===== config.mk =====
export PLATFORM = sky130hd
export DESIGN_NAME = asgen_uart
export DESIGN_NICKNAME = d
export VERILOG_FILES = /design/src/hw/asgen_pkg.sv /design/src/hw/asgen_uart.sv /design/src/hw/asgen_fifo.sv
export SDC_FILE = /design/constraint.sdc
export NUM_CORES = 1
export LEC_CHECK = 0
export BUFFER_PORTS_ARGS = -buffer_cell sky130_fd_sc_hd__buf_2
export CAP_MARGIN = 40
export CORE_AREA = 3 3 149 151
export DETAILED_ROUTE_END_ITERATION = 16
export DIE_AREA = 0 0 152 154
export GPL_TIMING_DRIVEN = 0
export PLACE_DENSITY = 0.65
export RECOVER_POWER = 25
export SLEW_MARGIN = 5
export SYNTH_ARGS = -nofsm -noshare
export SYNTH_HDL_FRONTEND = slang
export SYNTH_HIERARCHICAL = 1
export SYNTH_SLANG_ARGS = --single-unit

===== constraint.sdc =====
create_clock -name sys_clk -period 3.72 [get_ports sys_clk]
set_clock_uncertainty 0.1 [all_clocks]
set_input_delay 0.186 -clock sys_clk [delete_from_list [all_inputs] [get_ports sys_clk]]
set_output_delay 0.186 -clock sys_clk [all_outputs]
set_load 0.005 [all_outputs]

===== src/hw/asgen_pkg.sv =====
// Shared constants, register layouts and state types for the async serial port
package asgen_pkg;

	// ****************************************
	// Register addresses
	// ****************************************
	localparam logic [15:0] ASGEN_ADDR_MODE = 16'hff70;   // Async mode register
	localparam logic [15:0] ASGEN_ADDR_STATUS = 16'hff71; // Receive status register
	localparam logic [15:0] ASGEN_ADDR_SYNC = 16'hff72;   // Synchronous mode register
	localparam logic [15:0] ASGEN_ADDR_BAUD = 16'hff73;   // Baud control register
	localparam logic [15:0] ASGEN_ADDR_DATA = 16'hff74;   // Read rx buffer, write tx queue

	// ****************************************
	// Reset values and masks
	// ****************************************
	localparam logic [7:0] ASGEN_MODE_RST = 8'h00;
	localparam logic [7:0] ASGEN_SYNC_RST = 8'h00;
	localparam logic [7:0] ASGEN_BAUD_RST = 8'h00;
	localparam logic [7:0] ASGEN_SYNC_WMASK = 8'h86; // Bits 0 and 3..6 held at zero
	localparam logic [7:0] ASGEN_TX_IDLE_CHAR = 8'hff; // Value the tx shift register loads at reset

	// ****************************************
	// Parity selections
	// ****************************************
	localparam logic [1:0] ASGEN_PAR_NONE = 2'h0;
	localparam logic [1:0] ASGEN_PAR_ZERO = 2'h1;
	localparam logic [1:0] ASGEN_PAR_ODD = 2'h2;
	localparam logic [1:0] ASGEN_PAR_EVEN = 2'h3;

	// ****************************************
	// Baud generator codes
	// ****************************************
	localparam logic [3:0] ASGEN_PRE_SLOW = 4'h0;   // Source is system clock / 2^10
	localparam logic [3:0] ASGEN_PRE_BASE = 4'h5;   // Source is system clock / 2^0
	localparam logic [3:0] ASGEN_PRE_TOP = 4'he;    // Source is system clock / 2^9
	localparam int ASGEN_PRE_SLOW_SHIFT = 10;       // Exponent of the slowest source
	localparam logic [3:0] ASGEN_DIV_BYPASS = 4'hf; // Divider passes source undivided
	localparam logic [4:0] ASGEN_DIV_BASE = 5'h10;  // Divider is 16 plus k
	localparam int ASGEN_FIFO_DEPTH = 4;            // Words queued for transmit
	localparam int ASGEN_DATA_W = 8;                // Character width

	// ****************************************
	// Register layouts
	// ****************************************
	typedef struct packed {
		logic tx_enable;          // Bit 7
		logic rx_enable;          // Bit 6
		logic [1:0] parity;       // Bits 5..4
		logic char8;              // Bit 3, 1 gives 8 character bits
		logic stop2;              // Bit 2, 1 gives two stop bits
		logic err_suppress_done;  // Bit 1
		logic clk_sel;            // Bit 0, stored only
	} asgen_mode_t;

	typedef struct packed {
		logic [4:0] rsvd;         // Read as zero
		logic parity_err;         // Bit 2
		logic framing_err;        // Bit 1
		logic overrun_err;        // Bit 0
	} asgen_status_t;

	typedef struct packed {
		logic [3:0] prescale_select;
		logic [3:0] divider_select;
	} asgen_baud_t;

	// ****************************************
	// State types
	// ****************************************
	typedef enum logic [2:0] {ASGEN_TX_IDLE, ASGEN_TX_START, ASGEN_TX_DATA, ASGEN_TX_PARITY,
		ASGEN_TX_STOP} asgen_tx_state_t;
	typedef enum logic [2:0] {ASGEN_RX_IDLE, ASGEN_RX_START, ASGEN_RX_DATA, ASGEN_RX_PARITY,
		ASGEN_RX_STOP} asgen_rx_state_t;

endpackage


===== src/hw/asgen_uart.sv =====
// Async serial port with programmable baud generator and sync-mode pins
// Overview of operation
// RL1: Writing transmit register starts framed transmission
// RL2: Empty shift register raises transmit done
// RL3: Software never rewrites mode during transmission
// RL4: Receive enable bit six enables sampling
// RL5: Low input, half bit, recheck start bit
// RL6: Frame ends after data, parity, stop
// RL7: Frame end loads buffer, raises done
// RL8: Errored frame loaded; done unless suppressed
// RL9: Clearing receive enable aborts without effects
// RL10: Late receive disable gives three outcomes
// RL11: Software reads buffer after every frame
// RL12: Error request precedes receive done request
// RL13: Flag parity, framing and overrun errors
// RL14: Status clears on buffer read, next frame
// RL15: Software reads status before the buffer
// RL16: Software reloads ones after transmit abort
// RL17: Sync mode uses clock, out, in; the code holds clock high, and out echoes in while sync bit 7 is set and stays high otherwise
// RL18: Sync register resets zero, reserved zero
// RL19: Sync mode needs async mode zero
// RL20: Divider nibble divides by sixteen plus k; the code bypasses the divider for nibble f
// RL21: Prescale nibble selects counter source clock
// RL22: Software never writes baud during transfer
// RL23: Frame format set by mode register
// RL24: Seven-bit characters drop and zero bit seven
// RL25: Baud is source over power, 16+k
// RL26: Idle transmit line stays high
`timescale 1ns/10ps
module asgen_uart
	import asgen_pkg::*;
#(
	parameter int FIFO_DEPTH = ASGEN_FIFO_DEPTH
) (
	input wire logic sys_clk,
	input wire logic arst_n,
	input wire logic osc_mode_bit,
	input wire logic [15:0] reg_addr,
	input wire logic reg_wr,
	input wire logic reg_rd,
	input wire logic [7:0] reg_wdata,
	output logic [7:0] reg_rdata,
	output logic tx_ready,
	input wire logic rxd,
	output logic txd,
	output logic sync_serial_clk,
	output logic sync_serial_out,
	input wire logic sync_serial_in,
	output logic tx_done_irq,
	output logic tx_done_flag,
	output logic rx_done_irq,
	output logic rx_error_irq
);

	// ****************************************
	// Helper functions
	// ****************************************

	// Mask of prescaler bits that must be all ones for a source tick
	function automatic logic [9:0] pre_mask(input logic [3:0] code);
		int shift;
		logic [9:0] m;
		shift = ASGEN_PRE_SLOW_SHIFT;
		if (code >= ASGEN_PRE_BASE && code <= ASGEN_PRE_TOP) begin
			shift = int'(code - ASGEN_PRE_BASE);
		end
		for (int i = 0; i < 10; i++) begin
			m[i] = (i < shift);
		end
		return m;
	endfunction

	// Last count of the 5-bit counter for one half bit
	function automatic logic [4:0] half_last(input logic [3:0] div);
		if (div == ASGEN_DIV_BYPASS) begin
			return 5'h00;
		end
		return ASGEN_DIV_BASE + {1'b0, div} - 5'h01;
	endfunction

	// Parity bit for the chosen scheme; none and zero both give 0
	function automatic logic par_bit(input logic [1:0] sel, input logic [7:0] data);
		if (sel == ASGEN_PAR_EVEN) begin
			return ^data;
		end else if (sel == ASGEN_PAR_ODD) begin
			return ~^data;
		end
		return 1'b0;
	endfunction

	// ****************************************
	// Reset release and input synchronisers
	// ****************************************
	logic [1:0] rst_sync;      // Reset release pipeline
	logic rst_n;               // Synchronised reset
	logic [2:0] rxd_sync;      // Receive pin stages
	logic rx_level;            // Accepted receive level
	logic [2:0] si_sync;       // Sync-mode input stages
	logic si_level;            // Accepted sync-mode input level

	// Release reset only after two clean edges
	always_ff @(posedge sys_clk or negedge arst_n) begin
		if (!arst_n) begin
			rst_sync <= 2'h0;
		end else begin
			rst_sync <= {rst_sync[0], 1'b1};
		end
	end
	assign rst_n = rst_sync[1];

	// Pin levels count only once stages two and three agree
	always_ff @(posedge sys_clk or negedge rst_n) begin
		if (!rst_n) begin
			rxd_sync <= 3'h7;
			si_sync <= 3'h7;
			rx_level <= 1'b1;
			si_level <= 1'b1;
		end else begin
			rxd_sync <= {rxd_sync[1:0], rxd};
			si_sync <= {si_sync[1:0], sync_serial_in};
			if (rxd_sync[1] == rxd_sync[2]) begin
				rx_level <= rxd_sync[2];
			end
			if (si_sync[1] == si_sync[2]) begin
				si_level <= si_sync[2];
			end
		end
	end

	// ****************************************
	// Register file
	// ****************************************
	asgen_mode_t mode;         // Async mode register
	asgen_baud_t baud;         // Baud control register
	logic [7:0] sync_mode;     // Synchronous mode register
	asgen_status_t status;     // Receive status register
	logic [7:0] rx_buffer_reg; // Last received character
	logic wr_mode;
	logic wr_data;
	logic rd_data;

	assign wr_mode = reg_wr && (reg_addr == ASGEN_ADDR_MODE);
	assign wr_data = reg_wr && (reg_addr == ASGEN_ADDR_DATA);
	assign rd_data = reg_rd && (reg_addr == ASGEN_ADDR_DATA);

	// Control register writes
	always_ff @(posedge sys_clk or negedge rst_n) begin
		if (!rst_n) begin
			mode <= ASGEN_MODE_RST;
			baud <= ASGEN_BAUD_RST;
			sync_mode <= ASGEN_SYNC_RST;
		end else if (wr_mode) begin
			mode <= reg_wdata;
		end else if (reg_wr && reg_addr == ASGEN_ADDR_BAUD) begin
			baud <= reg_wdata;
		end else if (reg_wr && reg_addr == ASGEN_ADDR_SYNC) begin
			// RL18: reserved bits forced zero
			sync_mode <= reg_wdata & ASGEN_SYNC_WMASK;
		end
	end

	// Read data registered one cycle after the strobe
	always_ff @(posedge sys_clk or negedge rst_n) begin
		if (!rst_n) begin
			reg_rdata <= 8'h00;
		end else if (reg_rd) begin
			if (reg_addr == ASGEN_ADDR_MODE) begin
				reg_rdata <= mode;
			end else if (reg_addr == ASGEN_ADDR_STATUS) begin
				reg_rdata <= status;
			end else if (reg_addr == ASGEN_ADDR_SYNC) begin
				reg_rdata <= sync_mode;
			end else if (reg_addr == ASGEN_ADDR_BAUD) begin
				reg_rdata <= baud;
			end else if (reg_addr == ASGEN_ADDR_DATA) begin
				reg_rdata <= rx_buffer_reg;
			end else begin
				// Unmapped addresses read as zero
				reg_rdata <= 8'h00;
			end
		end
	end

	// ****************************************
	// Baud rate generator source
	// ****************************************
	logic fx_half;             // Toggle giving fx/2 when osc mode is low
	logic fxx_en;              // One system-clock tick
	logic [9:0] pre_cnt;       // Prescaler
	logic fsck_tick;           // Source tick of the 5-bit counters
	logic [4:0] half_lim;      // Half-bit terminal count

	assign fxx_en = osc_mode_bit || fx_half;
	// RL21: source select by prescale nibble
	assign fsck_tick = fxx_en && ((pre_cnt & pre_mask(baud.prescale_select))
		== pre_mask(baud.prescale_select));
	// RL20: divide by sixteen plus k, nibble f bypasses the divider
	assign half_lim = half_last(baud.divider_select);

	// Free-running prescaler; shared so tx and rx see one time base
	always_ff @(posedge sys_clk or negedge rst_n) begin
		if (!rst_n) begin
			fx_half <= 1'b0;
			pre_cnt <= 10'h000;
		end else begin
			fx_half <= ~fx_half;
			if (fxx_en) begin
				pre_cnt <= pre_cnt + 10'h001;
			end
		end
	end

	// ****************************************
	// Transmit queue and transmitter
	// ****************************************
	asgen_tx_state_t tx_state;
	logic [7:0] q_data;        // Head of queue
	logic q_valid;
	logic q_take;              // Transmitter takes the head
	logic [7:0] tx_shift_reg;  // Bits still to send
	logic [2:0] tx_bits;       // Data bits sent
	logic tx_par;              // Parity to send
	logic tx_stop2;            // Second stop bit pending
	logic [4:0] tx_cnt;        // 5-bit bit timer
	logic tx_phase;            // Second half of a bit
	logic tx_bit_end;          // Full bit elapsed

	// RL1: a write queues the character
	asgen_fifo #(.WIDTH(ASGEN_DATA_W), .DEPTH(FIFO_DEPTH)) u_txq (
		.sys_clk(sys_clk),
		.rst_n(rst_n),
		.in_data(reg_wdata),
		.in_valid(wr_data),
		.in_ready(tx_ready),
		.out_data(q_data),
		.out_valid(q_valid),
		.out_ready(q_take)
	);

	assign q_take = (tx_state == ASGEN_TX_IDLE) && mode.tx_enable && q_valid;
	assign tx_bit_end = fsck_tick && (tx_cnt == half_lim) && tx_phase;

	// RL25: bit time is two half periods of the divided source
	always_ff @(posedge sys_clk or negedge rst_n) begin
		if (!rst_n) begin
			tx_cnt <= 5'h00;
			tx_phase <= 1'b0;
		end else if (tx_state == ASGEN_TX_IDLE) begin
			tx_cnt <= 5'h00;
			tx_phase <= 1'b0;
		end else if (fsck_tick) begin
			if (tx_cnt == half_lim) begin
				tx_cnt <= 5'h00;
				tx_phase <= ~tx_phase;
			end else begin
				tx_cnt <= tx_cnt + 5'h01;
			end
		end
	end

	// Transmit sequencer; clearing tx enable abandons the frame
	always_ff @(posedge sys_clk or negedge rst_n) begin
		if (!rst_n) begin
			tx_state <= ASGEN_TX_IDLE;
			tx_shift_reg <= ASGEN_TX_IDLE_CHAR;
			tx_bits <= 3'h0;
			tx_par <= 1'b0;
			tx_stop2 <= 1'b0;
			txd <= 1'b1;
			tx_done_irq <= 1'b0;
		end else begin
			tx_done_irq <= 1'b0;
			if (!mode.tx_enable) begin
				// RL26: line idles high
				tx_state <= ASGEN_TX_IDLE;
				txd <= 1'b1;
			end else begin
				case (tx_state)
					ASGEN_TX_IDLE: begin
						txd <= 1'b1;
						if (q_valid) begin
							// RL24: bit seven dropped for short characters
							tx_shift_reg <= mode.char8 ? q_data : {1'b0, q_data[6:0]};
							// RL23: parity from chosen scheme
							tx_par <= par_bit(mode.parity,
								mode.char8 ? q_data : {1'b0, q_data[6:0]});
							tx_stop2 <= mode.stop2;
							tx_bits <= 3'h0;
							// RL1: start bit added
							txd <= 1'b0;
							tx_state <= ASGEN_TX_START;
						end
					end
					ASGEN_TX_START: begin
						if (tx_bit_end) begin
							txd <= tx_shift_reg[0];
							tx_state <= ASGEN_TX_DATA;
						end
					end
					ASGEN_TX_DATA: begin
						if (tx_bit_end) begin
							tx_shift_reg <= {1'b1, tx_shift_reg[7:1]};
							tx_bits <= tx_bits + 3'h1;
							if (tx_bits == (mode.char8 ? 3'h7 : 3'h6)) begin
								if (mode.parity == ASGEN_PAR_NONE) begin
									txd <= 1'b1;
									tx_state <= ASGEN_TX_STOP;
								end else begin
									txd <= tx_par;
									tx_state <= ASGEN_TX_PARITY;
								end
							end else begin
								txd <= tx_shift_reg[1];
							end
						end
					end
					ASGEN_TX_PARITY: begin
						if (tx_bit_end) begin
							txd <= 1'b1;
							tx_state <= ASGEN_TX_STOP;
						end
					end
					ASGEN_TX_STOP: begin
						if (tx_bit_end) begin
							if (tx_stop2) begin
								tx_stop2 <= 1'b0;
							end else begin
								// RL2: shift register empty, signal done
								tx_done_irq <= 1'b1;
								tx_state <= ASGEN_TX_IDLE;
							end
						end
					end
					default: begin
						tx_state <= ASGEN_TX_IDLE;
					end
				endcase
			end
		end
	end

	// RL2: sticky done flag, a new frame done wins over the write clear
	always_ff @(posedge sys_clk or negedge rst_n) begin
		if (!rst_n) begin
			tx_done_flag <= 1'b0;
		end else if (tx_done_irq) begin
			tx_done_flag <= 1'b1;
		end else if (wr_data) begin
			tx_done_flag <= 1'b0;
		end
	end

	// ****************************************
	// Receiver
	// ****************************************
	asgen_rx_state_t rx_state;
	logic [7:0] rx_shift;      // Incoming bits, LSB first
	logic [2:0] rx_bits;       // Data bits taken
	logic rx_par_got;          // Received parity bit
	logic [4:0] rx_cnt;        // 5-bit bit timer
	logic rx_phase;            // Second half of a bit
	logic rx_half;             // Half bit elapsed
	logic rx_sample;           // Mid-bit sample point
	logic rx_unread;           // Buffer holds unread data
	logic rx_done_pend;        // Done request waiting for its slot
	logic [7:0] rx_char;       // Assembled character
	asgen_status_t rx_errs;    // Errors of the frame in hand

	assign rx_half = fsck_tick && (rx_cnt == half_lim);
	assign rx_sample = rx_half && rx_phase;
	// RL24: bit seven reads zero for short characters
	assign rx_char = mode.char8 ? rx_shift : {1'b0, rx_shift[7:1]};

	// RL13: parity, framing and overrun causes
	always_comb begin
		rx_errs = '0;
		rx_errs.parity_err = (mode.parity == ASGEN_PAR_EVEN || mode.parity == ASGEN_PAR_ODD)
			&& (par_bit(mode.parity, rx_char) != rx_par_got);
		rx_errs.framing_err = !rx_level;
		rx_errs.overrun_err = rx_unread && !rd_data;
	end

	// RL5: counter restarts at the edge and again on a confirmed start bit
	always_ff @(posedge sys_clk or negedge rst_n) begin
		if (!rst_n) begin
			rx_cnt <= 5'h00;
			rx_phase <= 1'b0;
		end else if (rx_state == ASGEN_RX_IDLE || (rx_state == ASGEN_RX_START && rx_half)) begin
			rx_cnt <= 5'h00;
			rx_phase <= 1'b0;
		end else if (fsck_tick) begin
			if (rx_cnt == half_lim) begin
				rx_cnt <= 5'h00;
				rx_phase <= ~rx_phase;
			end else begin
				rx_cnt <= rx_cnt + 5'h01;
			end
		end
	end

	// Receive sequencer, buffer, status and requests
	always_ff @(posedge sys_clk or negedge rst_n) begin
		if (!rst_n) begin
			rx_state <= ASGEN_RX_IDLE;
			rx_shift <= 8'h00;
			rx_bits <= 3'h0;
			rx_par_got <= 1'b0;
			rx_buffer_reg <= 8'h00;
			status <= '0;
			rx_unread <= 1'b0;
			rx_done_pend <= 1'b0;
			rx_done_irq <= 1'b0;
			rx_error_irq <= 1'b0;
		end else begin
			rx_done_irq <= 1'b0;
			rx_error_irq <= 1'b0;
			// RL14: a buffer read clears status and unread mark
			if (rd_data) begin
				status <= '0;
				rx_unread <= 1'b0;
			end
			if (!mode.rx_enable) begin
				// RL9: stop at once, nothing updated or requested
				// RL10: a pending done request is dropped too
				rx_state <= ASGEN_RX_IDLE;
				rx_done_pend <= 1'b0;
			end else begin
				// RL10: done request issues one source tick after loading
				if (rx_done_pend && fsck_tick) begin
					rx_done_pend <= 1'b0;
					rx_done_irq <= 1'b1;
				end
				case (rx_state)
					ASGEN_RX_IDLE: begin
						// RL4: sampling only while enabled
						if (!rx_level) begin
							rx_state <= ASGEN_RX_START;
						end
					end
					ASGEN_RX_START: begin
						// RL5: recheck after half a bit
						if (rx_half) begin
							rx_bits <= 3'h0;
							rx_state <= rx_level ? ASGEN_RX_IDLE : ASGEN_RX_DATA;
						end
					end
					ASGEN_RX_DATA: begin
						if (rx_sample) begin
							rx_shift <= {rx_level, rx_shift[7:1]};
							rx_bits <= rx_bits + 3'h1;
							if (rx_bits == (mode.char8 ? 3'h7 : 3'h6)) begin
								rx_state <= (mode.parity == ASGEN_PAR_NONE) ? ASGEN_RX_STOP
									: ASGEN_RX_PARITY;
							end
						end
					end
					ASGEN_RX_PARITY: begin
						if (rx_sample) begin
							rx_par_got <= rx_level;
							rx_state <= ASGEN_RX_STOP;
						end
					end
					ASGEN_RX_STOP: begin
						// RL6: one stop bit closes the frame
						if (rx_sample) begin
							// RL7: load buffer even for errored frames
							rx_buffer_reg <= rx_char;
							rx_unread <= 1'b1;
							// RL14: next frame replaces status, winning over a read
							status <= rx_errs;
							// RL12: error request goes out first
							rx_error_irq <= (rx_errs != '0);
							// RL8: suppress done on error when asked
							rx_done_pend <= (rx_errs == '0) || !mode.err_suppress_done;
							rx_state <= ASGEN_RX_IDLE;
						end
					end
					default: begin
						rx_state <= ASGEN_RX_IDLE;
					end
				endcase
			end
		end
	end

	// ****************************************
	// Synchronous mode pins
	// ****************************************
	// RL17: three lines; shift timing lives elsewhere, so clock idles high and out is high, or echoes in while bit 7 is set
	always_ff @(posedge sys_clk or negedge rst_n) begin
		if (!rst_n) begin
			sync_serial_clk <= 1'b1;
			sync_serial_out <= 1'b1;
		end else begin
			sync_serial_clk <= 1'b1;
			sync_serial_out <= sync_mode[7] ? si_level : 1'b1;
		end
	end

endmodule


===== src/hw/asgen_fifo.sv =====
// Small synchronous FIFO with valid/ready on both sides
`timescale 1ns/10ps
module asgen_fifo #(
	parameter int WIDTH = 8,
	parameter int DEPTH = 4
) (
	input wire logic sys_clk,
	input wire logic rst_n,
	input wire logic [WIDTH-1:0] in_data,
	input wire logic in_valid,
	output logic in_ready,
	output logic [WIDTH-1:0] out_data,
	output logic out_valid,
	input wire logic out_ready
);
	localparam int PW = (DEPTH > 1) ? $clog2(DEPTH) : 1;
	localparam logic [PW:0] FULL_COUNT = (PW+1)'(DEPTH);
	localparam logic [PW-1:0] LAST_PTR = PW'(DEPTH - 1);

	logic [WIDTH-1:0] mem [DEPTH];  // Storage words
	logic [PW-1:0] wr_ptr;          // Next slot to fill
	logic [PW-1:0] rd_ptr;          // Oldest slot
	logic [PW:0] count;             // Words held
	logic push;
	logic pop;

	assign in_ready = (count != FULL_COUNT);
	assign out_valid = (count != '0);
	assign push = in_valid && in_ready;
	assign pop = out_valid && out_ready;

	// Storage write, no reset needed on data
	always_ff @(posedge sys_clk) begin
		if (push) begin
			mem[wr_ptr] <= in_data;
		end
	end

	// Head word comes from a register, refreshed after each move
	always_ff @(posedge sys_clk or negedge rst_n) begin
		if (!rst_n) begin
			out_data <= '0;
		end else if (pop) begin
			out_data <= (count > (PW+1)'(1)) ? mem[(rd_ptr == LAST_PTR) ? '0 : rd_ptr + 1'b1]
				: in_data;
		end else if (!out_valid || (count == (PW+1)'(1) && push && pop)) begin
			out_data <= in_data;
		end
	end

	// Pointers and fill level
	always_ff @(posedge sys_clk or negedge rst_n) begin
		if (!rst_n) begin
			wr_ptr <= '0;
			rd_ptr <= '0;
			count <= '0;
		end else begin
			if (push) begin
				wr_ptr <= (wr_ptr == LAST_PTR) ? '0 : wr_ptr + 1'b1;
			end
			if (pop) begin
				rd_ptr <= (rd_ptr == LAST_PTR) ? '0 : rd_ptr + 1'b1;
			end
			if (push && !pop) begin
				count <= count + 1'b1;
			end else if (pop && !push) begin
				count <= count - 1'b1;
			end
		end
	end
endmodule


Word level (Yosys, flattened, before mapping)
Memories as Yosys holds them, arrays and structs flattened.
Cells that the tools add are included.
Widths: inputs -> output; s select.
Storage, ports and cells
  input port bits: 31
  memories: 1
  RAM bits: 32
  register bits after elaboration: 130
Memories
  u_txq.mem: words 4, bits a word 8, read ports 1, clocked after Yosys merged registers in 0, wr ports 1, RTL line asgen_fifo.sv:20  | logic [WIDTH-1:0] mem [DEPTH];
Operators by class
  equal/unequal tests: 47
  add/subtract/negate cells: 12
  reductions and logical operators: 68
  bitwise gates (word level): 6
  magnitude comparators: 13
  mux-type cells: 107
Operators with widths (count)
  $lt 4x32->1 const A: 4
  $mux 8: 16
  $eq 16x16->1 const B: 5
  $mux 3: 22
  $lt 3x32->1 const A: 2
  $lt 5x32->1 const A: 2
  $mux 1: 50
  $ne 3x3->1 const B: 14
  $mux 5: 8
  $lt 1x32->1 const A: 1
  $lt 2x32->1 const A: 1
  $mux 32: 1
  $pmux 3 s5: 2
  $logic_and 1x1->1: 23
  $reduce_bool 2->1: 10
  $pmux 8 s2: 1
  $reduce_and 4->1: 4
  $reduce_xnor 8->1: 2
  $reduce_xor 8->1: 2
  $reduce_and 3->1: 5
  $eq 3x2->1 const B: 4
  $pmux 3 s2: 2
  $add 10x1->10 const B: 1
  $add 5x1->5 const B: 2
  35 further kinds: 69

Longest topological paths before layout
Gate-level depths: netlist (run 1).
  word-level depth: 12
  gate-level depth with buffers: 13
  depth with buffers taken out: 11

Hierarchy
The synthesis (run 1) kept the hierarchy.
Modules (own cells, without submodules)
  asgen_uart: sequential area each 2900.3 µm², cells each 594, area an instance 6135.9 µm², instances 1
  asgen_fifo: sequential area each 1336.3 µm², cells each 143, area an instance 2195.9 µm², instances 1

Worst setup path before layout (run 1)
Ideal clock, no wire load.
  kind: flip-flop to flip-flop
  start point: register baud[4] (netlist name)
  end point: register tx_bits[0]
  cell stages (with the launch flop): 13
  clock period less this slack: 2.794 ns
  data arrival time: 2.566 ns
  path buffers: 2
  setup slack: 0.926 ns
  cell sequence: dfrtp_1 > buf_2 > inv_1 > ha_1 > buf_2 > and3b_1 > a21o_1 > a21o_1 > a31oi_1 > o21ai_4 > a41o_1 > nand2_2 > mux2_1
Between the ends
  word-level cells in the longest chain between the ends: 11
Ends and longest elaborated chain
  from (decl): RTL line asgen_uart.sv:134  | asgen_baud_t baud;
  from (signal assigned): RTL line asgen_uart.sv:155  | baud <= reg_wdata;
  $ge 4x3->1 or $le 4x4->1 (tied branches): RTL line asgen_uart.sv:64  | if (code >= ASGEN_PRE_BASE && code <= ASGEN_PRE_TOP) begin
  $logic_and 1x1->1: RTL line asgen_uart.sv:64
  $mux 32 (*): RTL line asgen_uart.sv:64
  $lt 1x32->1 (tied with other cells): RTL line asgen_uart.sv:68  | m[i] = (i < shift);
  $and 10x10->10: RTL line asgen_uart.sv:195  | assign fsck_tick = fxx_en && ((pre_cnt & pre_mask(baud.prescale_select))
  $eq 10x10->1 (*): RTL line asgen_uart.sv:196  | == pre_mask(baud.prescale_select));
  $logic_and 1x1->1 (*): RTL line asgen_uart.sv:195
  $logic_and 1x1->1 (*) (2 in a row): RTL line asgen_uart.sv:241  | assign tx_bit_end = fsck_tick && (tx_cnt == half_lim) && tx_phase;
  $ne 2x2->1 (no line) (*)
  $reduce_and 4->1 (no line) (*)
  to (signal assigned): RTL line asgen_uart.sv:303  | tx_bits <= tx_bits + 3'h1;
  to (decl): RTL line asgen_uart.sv:221  | logic [2:0] tx_bits;
Every way passes the cells marked *; elsewhere a longest branch is shown, timed or not.
A chain may end at the register's enable or synchronous reset.

Final worst setup path (run 1)
Ends and elaborated chain as after synthesis.

==> flow_summary.yaml, run 1 <==
setup_path:
  reg2reg_from: "baud[4]$_DFFE_PN0P_"
  cp_slowest_stage_delay_ns: 0.41
  path_cells: "buf_2 > inv_1 > ha_1 > and2_1 > o21ai_1 > a221oi_2 > nand3_1 > o21ai_4 > a41o_1 > nand2_2 > mux2_1"
  reg2reg_to: "tx_bits[0]$_DFFE_PN0P_"
  cp.arrival_ns: 3.53
  worst_setup_path_start_kind: "flop"
  crit_type: "flop to flop"
  crit_family: "compound AO/OA/AOI/OAI gates"
  reg2reg_depth: 11
  end_kind: "flop"
  cp.buffers_inverters: 2
  cp_max_fo: 10
  critPathSlowestCell: "ha_1"
  r2r_setup_slack_ns: 0.40
  crit_required_ns: 3.93
clock_network:
  cts_tree: "yes"
  cts-htree-levels: 4
  holdBufCountCts: 11
  clock-sinks: 162
  ctsResizeCount: 0
  clk_pin_slew_ns: 0.07
  cts-root-buf: "clkbuf_16"
  cts_buffer_depth: 2
  clk_latency_ns: 0.42
  post-cts-setup-buffers: 0
  numCtsBuffers: 17
detailed_routing:
  vias_per_cell: 5.33
  finalWirelength_um: 18300
  ant_nets: 0
  drcViolationCount: 0
  drtIter0Drc: 408
  wl_per_cell_um: 16.6
  route.vias.total: 5876
  firstDrtPassIters: 5
timing:
  slew_viol_final: 0
  hold_viol: 0
  finalCriticalPeriod_ns: 3.32
  relSlewSlack: 0.134
  worstMarginPinSlew_ns: 1.30
  rsz0062_at_grt: "no"
  worst_hold_slack_ns: 0.0917
  fmax_mhz: 301
  setup_viol_count_final: 0
  fin_setup_tns_ns: 0
  fin_crit_sh: 0.893
yosys:
  syn_area_um2: 8330
  synth_cell_types: 86
  ys_ff_latch: 162
  yosysWarnings: 6
  ys_async_sr_fraction: 0.802
  avgSynthCellArea_um2: 11.3
  syn_inst: 737
  ys_seq_area_frac: 0.508
  synthFlopType: "dfrtp_1"
  synth-edff-count: 32
global_route:
  overflow: 0
  antenna_found_initial: 0
  grt_pass1_wl_um: 30200
  grt_pass1_vias: 5768
  grt_max_degree: 59
  grtUsageTotal: 0.158
hold_path:
  holdCritPathClass: "input port to flop"
  min_from: "reg_rd"
  holdPathEnd: "reg_rdata[2]$_DFFE_PN0P_"
  min_path_cells: 3
layout:
  top_regs: "u_txq/mem (32), pre_cnt (10)"
  drive_gt1_frac: 0.195
  final_core_util: 0.457
  nets: 865
  stdcell_area_um2: 9580
  largest_register_ffs: 32
  area_growth_pct: 15.0
  num_antenna_cells: 0
  regMostFlops: "u_txq/mem"
power:
  p_leak_nw: 4.06
  ir_drop_mv: 0.275
  p_per_area_nw_per_um2: 391
outcome:
  outcome: "completed"
floorplan:
  die_h_um: 154
  core_area_um2: 21000
  rows: 53
  die_area_um2: 23400
  pin_count: 47
  dieWidth_um: 152
  initial_core_util: 0.398
place:
  io_buffer_count: 43
  placed_area_um2: 8960
  hpwl_um: 12800
  gp_congestion: 0.808
flow_run:
  drv_cap: 0
placed cells by master (no fill, tap or decap), drive strengths merged, types with 9 or more instances in the layout:
cell         count
mux2            50
edfxtp          32
buf             54
a21oi           20
dfrtp          112
mux2i           20
and3            18
dfstp           18
ha              20
nand2           60
inv             26
o22ai            9
nand4           11
clkbuf          46
o21ai           30
dlygate4sd3     11
clkinv          15
nor2            51
xnor2           34
nand3           17
nor3            12
xor2            11
a22oi           10
how the worst max path moves through the flow:
| stage | slack (ns) | from | cells past startpoint | end |
|---|---|---|---|---|
| after floorplan | 0.93 | baud[4]$_DFFE_PN0P_ | 12 | tx_bits[0]$_DFFE_PN0P_ |
| after global placement | 0.45 | baud[4]$_DFFE_PN0P_ | 11 | rx_shift[5]$_DFFE_PN0P_ |
| after detailed placement | 0.39 | reg_addr[7] | 9 | u_txq/mem[2][1]$_DFFE_PP_ |
| after CTS | 0.38 | baud[4]$_DFFE_PN0P_ | 12 | rx_buffer_reg[0]$_DFFE_PN0P_ |
| after global routing | 0.11 | baud[4]$_DFFE_PN0P_ | 12 | rx_buffer_reg[1]$_DFFE_PN0P_ |
| final | 0.40 | baud[4]$_DFFE_PN0P_ | 11 | tx_bits[0]$_DFFE_PN0P_ |
worst min-delay path, delay by kind of cell:
family	cells	cell delay [ns]
buf+inv	1	0.20
compound gates	1	0.05
simple gates	1	0.15
per-layer routing:
metal,up-vias,share of wire,GRT usage
li1,2810,-,-
met1,2896,0.48,0.223
met2,151,0.47,0.248
met3,19,0.046,0.0326
met4,0,0.013,0.0471
met5,-,0,0
cells in the mapped netlist (all sizes together) (8+ instances only):
master | instances | area share
dfrtp | 112 | 0.34
nand2 | 60 | 0.028
nor2 | 51 | 0.023
mux2 | 50 | 0.068
xnor2 | 34 | 0.036
edfxtp | 32 | 0.12
o21ai | 30 | 0.020
inv | 25 | 0.011
a21oi | 20 | 0.012
ha | 20 | 0.030
mux2i | 20 | 0.024
clkbuf | 19 | 0.0086
and3 | 18 | 0.014
dfstp | 18 | 0.057
buf | 17 | 0.014
nand3 | 17 | 0.010
nor3 | 12 | 0.0072
nand4 | 11 | 0.011
xor2 | 11 | 0.012
a22oi | 10 | 0.0090
o22ai | 9 | 0.012
a31oi | 8 | 0.0060
and2 | 8 | 0.0063
nor2b | 8 | 0.0060
or3 | 8 | 0.0060
layout make-up:
class,instances,area (um^2)
plain buffers,36,190
well taps,275,344
fillers,1976,11400
clock buffers,18,429
repair buffers,57,353
clock inverters,14,116
multi-input cells,508,3790
flip-flops and latches,162,4240
inverters,32,120
cells by family after synthesis:
family,share of synthesized area
flip-flops,0.508
AO/OA/AOI/OAI,0.115
other,0.000450
multiplexers,0.111
AND/OR/NAND/NOR,0.148
adder cells (fa/ha/maj),0.0324
buffers and inverters,0.0372
XOR/XNOR,0.0473
metrics by stage:
stage               total power (W)  setup WS [ns]  instances
detailed placement          0.00215          0.391       1059
finish                      0.00375          0.398       1102
CTS                         0.00379          0.375       1102
floorplan                   0.00206          0.926        738
global placement            0.00213          0.452       1056
global route                0.00390          0.114       1102
power breakdown:
part           internal, W  leakage, nW  switching, W
registers          0.00186         1.98     0.0000584
logic            0.0000889         1.82      0.000103
clock network     0.000914        0.255      0.000717
(Power assumes the default switching activity.)
==> run 2: changes to the inputs <==
--- a/config.mk
+++ b/config.mk
@@ -5,6 +5,7 @@
 export SDC_FILE = /design/constraint.sdc
 export NUM_CORES = 1
 export LEC_CHECK = 0
+export ABC_AREA = 1
 export BUFFER_PORTS_ARGS = -buffer_cell sky130_fd_sc_hd__buf_2
 export CAP_MARGIN = 40
 export CORE_AREA = 3 3 149 151
==> run 2 against run 1 <==
  * Global-route usage grew 0.11 points
  * Core utilization rose by 0.56 points
  * Non-clock buffer count shrank 17
  * Critical path type unchanged
  * Worst hold slack worse by 0.072 ns
  * Sequential share of layout area shrank 0.53 points
  * Largest power group unchanged
  * Critical path depth did not move
  * Via count up 10%
==> flow_summary.yaml, run 2 <==
clock_network:
  cts-htree-levels: 4
  cts_buffer_depth: 2
  clock-sinks: 162
  clk_latency_ns: 0.43
  post-cts-setup-buffers: 0
  cts-root-buf: "clkbuf_16"
  clk_pin_slew_ns: 0.07
  numCtsBuffers: 17
  ctsResizeCount: 0
  cts_tree: "yes"
  holdBufCountCts: 12
setup_path:
  cp.arrival_ns: 3.10
  end_kind: "flop"
  worst_setup_path_start_kind: "flop"
  cp_max_fo: 6
  crit_required_ns: 3.91
  reg2reg_depth: 11
  crit_type: "flop to flop"
  r2r_setup_slack_ns: 0.81
  reg2reg_from: "baud[0]$_DFFE_PN0P_"
  reg2reg_to: "rx_cnt[4]$_DFFE_PN0P_"
  critPathLaunch: "baud[0]$_DFFE_PN0P_"
detailed_routing:
  ant_nets: 0
  vias_per_cell: 4.89
  drcViolationCount: 0
  finalWirelength_um: 18500
  drtIter0Drc: 354
  wl_per_cell_um: 14.0
  route.vias.total: 6475
  firstDrtPassIters: 6
timing:
  fmax_mhz: 343
  slew_viol_final: 0
  finalCriticalPeriod_ns: 2.91
  fin_ws_ns: 0.805
  hold_viol: 0
  worstMarginPinSlew_ns: 1.42
  rsz0062_at_grt: "no"
  setup_viol_count_final: 0
  relSlewSlack: 0.0566
  fin_setup_tns_ns: 0
  fin_crit_sh: 0.784
power:
  p_leak_nw: 4.57
  power_w: 0.00391
  p_per_area_nw_per_um2: 403
  clockPowerShare: 0.447
  combPwrFrac: 0.062
  seqPwrFrac: 0.491
  p_sw_frac: 0.244
  p_int_w: 0.00296
  switchingPower_w: 0.000953
  ir_drop_mv: 0.279
yosys:
  synthTopCellsByArea: "dfrtp_1, edfxtp_1, nand2_1"
  synthAdderAreaFrac: 0.0322
  synth.largest_area_cell: "dfrtp_1"
  yosysWarnings: 6
  netlist_top_cells_count: "nand2_1, inv_1, dfrtp_1"
  ys_seq_area_frac: 0.505
  synth_top_family_by_area: "simple AND/OR/NAND/NOR gates"
  synthFlopType: "dfrtp_1"
  avgSynthCellArea_um2: 8.78
  synth-edff-count: 32
  synth.most_common_cell: "nand2_1"
  syn_inst: 956
  synthMuxAreaShare: 0.0139
  synthSimpleGateAreaFrac: 0.237
  synth_top_area_share: 0.334
  ys_ff_latch: 162
  synth_xor_xnor_area_share: 0.0459
  ys_async_sr_fraction: 0.802
  synth_cell_types: 51
  synth_compound_area_frac: 0.0907
  syn_area_um2: 8400
flow_run:
  drv_cap: 0
global_route:
  overflow: 0
  grt_max_degree: 55
  grt_pass1_wl_um: 30800
  grt_pass1_vias: 6255
  antenna_found_initial: 0
  grtUsageTotal: 0.159
floorplan:
  die_area_um2: 23400
  core_area_um2: 21000
  rows: 53
  die_h_um: 154
  dieWidth_um: 152
  initial_core_util: 0.401
  pin_count: 47
place:
  io_buffer_count: 45
  preCtsSetupSlack_ns: 0.677
  placed_area_um2: 9020
  gp_congestion: 0.826
  hpwl_um: 13500
layout:
  final.fill_count: 2080
  num_antenna_cells: 0
  largest_register_ffs: 32
  final_core_util: 0.463
  area_growth_pct: 15.5
  final_common_cell: "nand2_1"
  drive_gt1_frac: 0.150
  nets: 1086
  regMostFlops: "u_txq/mem"
  top_regs: "u_txq/mem (32), pre_cnt (10)"
  stdcell_area_um2: 9690
  final_cell_mix: "nand2_1, inv_1, dfrtp_1"
  regArea_um2: 4240
  multi_input_area_um2: 3530
hold_path:
  holdPathEnd: "pre_cnt[0]$_DFFE_PN0P_"
  min_from: "osc_mode_bit"
  min_path_cells: 3
  holdCritPathClass: "input port to flop"
outcome:
  outcome: "completed"
[run 2: changes by cell type after synthesis, moves of 10 or more]
cell      previous run  this run
nand2_1             58       234
clkbuf_1            19         6
mux2_2              32         5
inv_1               24       130
o21ai_1              5        19
o21ai_0             23        60
nand3_1             17        65
mux2i_1             20         6
xor2_1              11        34
and3_1              18         1
a22oi_1             10         0
mux2_1              16         0
xnor2_1             34        10
[run 2: cell families after synthesis]
logic type / count (synthesis)
and+or+nand+nor: 430
DFF: 162
buffers and inverters: 156
AOI/OAI and AO/OA: 130
xor gates and xnor gates: 44
adders and majority gates: 22
muxes: 11
other: 1
[run 2: power groups by stage]
| stage | clock [W] | sequential, W | combinational [W] |
|---|---|---|---|
| floorplan | 0 | 0.00195 | 0.000156 |
| global placement | 0 | 0.00197 | 0.000206 |
| detailed placement | 0 | 0.00195 | 0.000242 |
| CTS | 0.00179 | 0.00192 | 0.000251 |
| global route | 0.00186 | 0.00193 | 0.000284 |
| finish | 0.00175 | 0.00192 | 0.000243 |
[run 2: worst max-delay path by stage]
stage	to	slack [ns]	cells after the start
2_1_floorplan	rx_shift[6]$_DFFE_PN0P_	1.33	17
3_3_place_gp	pre_cnt[2]$_DFFE_PN0P_	0.57	0
3_5_place_dp	u_txq/mem[3][2]$_DFFE_PP_	0.68	9
4_1_cts	rx_cnt[4]$_DFFE_PN0P_	0.84	11
5_1_grt	tx_shift_reg[7]$_DFFE_PN1P_	0.55	2
6_report	rx_cnt[4]$_DFFE_PN0P_	0.81	11
[run 2: final cells by class]
type	instances	area share
sequential	162	0.437
multi-input combinational	639	0.364
inverter	139	0.0542
clock buffer	17	0.0439
timing repair buffer	59	0.0379
tap	275	0.0355
clock inverter	15	0.0161
buffer	17	0.0112
[run 2: per-layer routing]
metal / global-route usage / vias up / wire (um)
met5: 0 / - / 0
met4: 0.0467 / 0 / 246
met3: 0.0318 / 22 / 582
met2: 0.264 / 115 / 8760
met1: 0.213 / 3054 / 8950
li1: - / 3284 / -
[run 2: stage by stage]
| step | hold WS (ns) | instances |
|---|---|---|
| 3_3_place_gp | -0.129 | 1277 |
| 5_1_grt | 0.0450 | 1323 |
| 3_5_place_dp | -0.128 | 1279 |
| 2_1_floorplan | -0.210 | 957 |
| 4_1_cts | 0.000462 | 1323 |
| 6_report | 0.0195 | 1323 |
[run 2: worst max-delay path, cell delays in order, from the launching register on]
cell and delay (ns):
dfrtp_1 0.49, inv_1 0.19, ha_1 0.21, inv_1 0.06, o31ai_2 0.30, nor2_1 0.08
nor2_1 0.11, nand2_1 0.09, nor3_4 0.27, nand3_1 0.28, o21ai_0 0.52, a21oi_1 0.08
==> run 3: changes to the inputs <==
==> constraint.sdc (replaced) <==
create_clock -name sys_clk -period 2.6 [get_ports sys_clk]
set_clock_uncertainty 0.1 [all_clocks]
set_input_delay 0.13 -clock sys_clk [delete_from_list [all_inputs] [get_ports sys_clk]]
set_output_delay 0.13 -clock sys_clk [all_outputs]
set_load 0.005 [all_outputs]
==> run 3 against run 2 <==
  * The flow now finishes with violations (setup timing)
  * Cell count grew 2.4%
  * Total power grew 44%
  * Die area is the same
  * Sequential share of layout area shrank 3.1 points
  * Non-clock buffer count grew 31
  * Sequential power grew 43%
  * Critical path depth grew 4
  * Register-to-register slack lost 0.86 ns
==> flow_summary.yaml, run 3 (synthesis gave the netlist of run 2 again) <==
outcome:
  violations: "setup timing"
  outcome: "complete, but fails checks"
timing:
  setup_viol_count_final: 7
  worstMarginPinSlew_ns: 1.48
  slew_viol_final: 0
  hold_viol: 0
  fmax_mhz: 377
  worst_hold_slack_ns: 0.0244
  fin_ws_ns: -0.0536
  rsz0062_at_grt: "yes"
  fin_setup_tns_ns: -0.141
  finalCriticalPeriod_ns: 2.65
  fin_crit_sh: 1.02
  relSlewSlack: 0.0115
detailed_routing:
  route.vias.total: 6732
  drcViolationCount: 0
  wl_per_cell_um: 14.5
  vias_per_cell: 4.97
  ant_nets: 0
  drtIter0Drc: 337
  firstDrtPassIters: 5
  finalWirelength_um: 19700
clock_network:
  numCtsBuffers: 17
  cts_buffer_depth: 2
  cts-root-buf: "clkbuf_16"
  clock-sinks: 162
  cts_tree: "yes"
  cts-htree-levels: 4
  clk_pin_slew_ns: 0.07
  clk_latency_ns: 0.43
power:
  p_per_area_nw_per_um2: 539
  ir_drop_mv: 0.400
  p_leak_nw: 4.81
floorplan:
  dieWidth_um: 152
  rows: 53
  pin_count: 47
  die_area_um2: 23400
  die_h_um: 154
  core_area_um2: 21000
  initial_core_util: 0.401
flow_run:
  drv_cap: 0
layout:
  largest_register_ffs: 32
  final_common_cell: "nand2_1"
  final_cell_mix: "nand2_1, inv_1, dfrtp_1"
  drive_gt1_frac: 0.241
  fin_cells: 1355
  top_regs: "u_txq/mem (32), pre_cnt (10)"
  num_antenna_cells: 0
  regMostFlops: "u_txq/mem"
  final.fill_count: 1998
  nets: 1118
  area_growth_pct: 24.3
setup_path:
  cp_max_fo: 8
  crit_required_ns: 2.82
  crit_type: "flop to flop"
  worst_setup_path_start_kind: "flop"
  end_kind: "flop"
  cp.arrival_ns: 2.88
global_route:
  grt_max_degree: 55
  antenna_found_initial: 0
  grtUsageTotal: 0.164
  grt_pass1_wl_um: 31600
  overflow: 0
  grt_pass1_vias: 6420
place:
  hpwl_um: 13500
  io_buffer_count: 45
  dp.cells: 1279
  gp_congestion: 0.826
hold_path:
  holdCritPathClass: "input port to flop"
-- run 3: cell count changes in the layout (fill, tap and decap cells not counted), moves of 7 or more --
| cell | change |
|---|---|
| nand2_2 | +10 |
| o21ai_0 | -8 |
| nor3_1 | -7 |
| o21ai_2 | +15 |
| o21ai_1 | -8 |
| nand2_1 | -14 |
| nor3_2 | +7 |
| nor2_1 | -7 |
| buf_4 | +19 |
| inv_1 | -8 |
-- run 3: per-stage QoR --
| step | setup slack [ns] | utilization | area (um^2) | power (W) |
|---|---|---|---|---|
| finish | -0.0536 | 0.498 | 10400 | 0.00563 |
| global route | -0.188 | 0.498 | 10400 | 0.00585 |
| CTS | 0.00177 | 0.474 | 9930 | 0.00567 |
| detailed placement | -0.387 | 0.430 | 9020 | 0.00314 |
| global placement | -0.546 | 0.428 | 8970 | 0.00311 |
| floorplan | 0.210 | - | 8400 | 0.00302 |
-- run 3: timing repair --
item | 4_1_cts | 5_1_grt
pin swaps | 10 | 23
hold buffers | 14 | 0
gates cloned | 1 | 3
hold endpoints to repair | 60 | 0
endpoints found under the setup margin | 59 | 99
gates resized for setup | 21 | 97
setup buffers | 13 | 13
-- run 3: worst max-delay path: stages (launching register included) --
cell	delay [ns]
dfrtp_2	0.46
inv_4	0.10
ha_4	0.19
xor2_2	0.18
nand4_1	0.20
a21oi_2	0.19
nand2_2	0.09
a21oi_2	0.12
nand2_1	0.07
nand2_2	0.11
nand4_4	0.14
clkinv_4	0.12
nand3_4	0.15
buf_12	0.22
nand2_2	0.06
o21ai_2	0.05
-- run 3: area by class of cell --
type                       instances  area (um^2)  area share
clock buffer                      17          425      0.0408
multi-input combinational        640         3910       0.375
clock inverter                    15          156      0.0150
timing repair buffer              90          689      0.0661
sequential                       162         4240       0.406
inverter                         139          538      0.0516
tap                              275          344      0.0330
buffer                            17          130      0.0125
-- run 3: path summary, 6_finish.rpt --
| path | start | endpoint | slack, ns | depth (start not counted) |
|---|---|---|---|---|
| max | baud[4]$_DFFE_PN0P_ | rx_shift[6]$_DFFE_PN0P_ | -0.05 | 15 |
| min | reg_wr | tx_done_flag$_DFFE_PN0P_ | 0.02 | 4 |
| max reg2reg | baud[4]$_DFFE_PN0P_ | rx_shift[6]$_DFFE_PN0P_ | -0.05 | 15 |
| min reg2reg | rst_sync[0]$_DFF_PN0_ | rst_sync[1]$_DFF_PN0_ | 0.26 | 0 |
| max in group asynchronous | rst_sync[1]$_DFF_PN0_ | tx_shift_reg[7]$_DFFE_PN1P_ | 0.63 | 2 |
| min in group asynchronous | arst_n | rst_sync[1]$_DFF_PN0_ | 0.44 | 3 |
-- run 3: layer usage --
layer	GRT usage	wire length [um]	up-vias	share of wire
met1	0.217	9080	3236	0.46
met4	0.0467	325	0	0.016
met5	0	0	-	0
met3	0.0321	671	28	0.034
li1	-	-	3349	-
met2	0.275	9620	119	0.49
-- run 3: power breakdown --
part / internal [W] / switching, W / leakage, nW / total, W
Clock: 0.00142 / 0.00108 / 0.272 / 0.00250
Sequential: 0.00267 / 0.0000727 / 1.86 / 0.00275
Combinational: 0.000145 / 0.000231 / 2.67 / 0.000376
Total: 0.00424 / 0.00138 / 4.81 / 0.00563
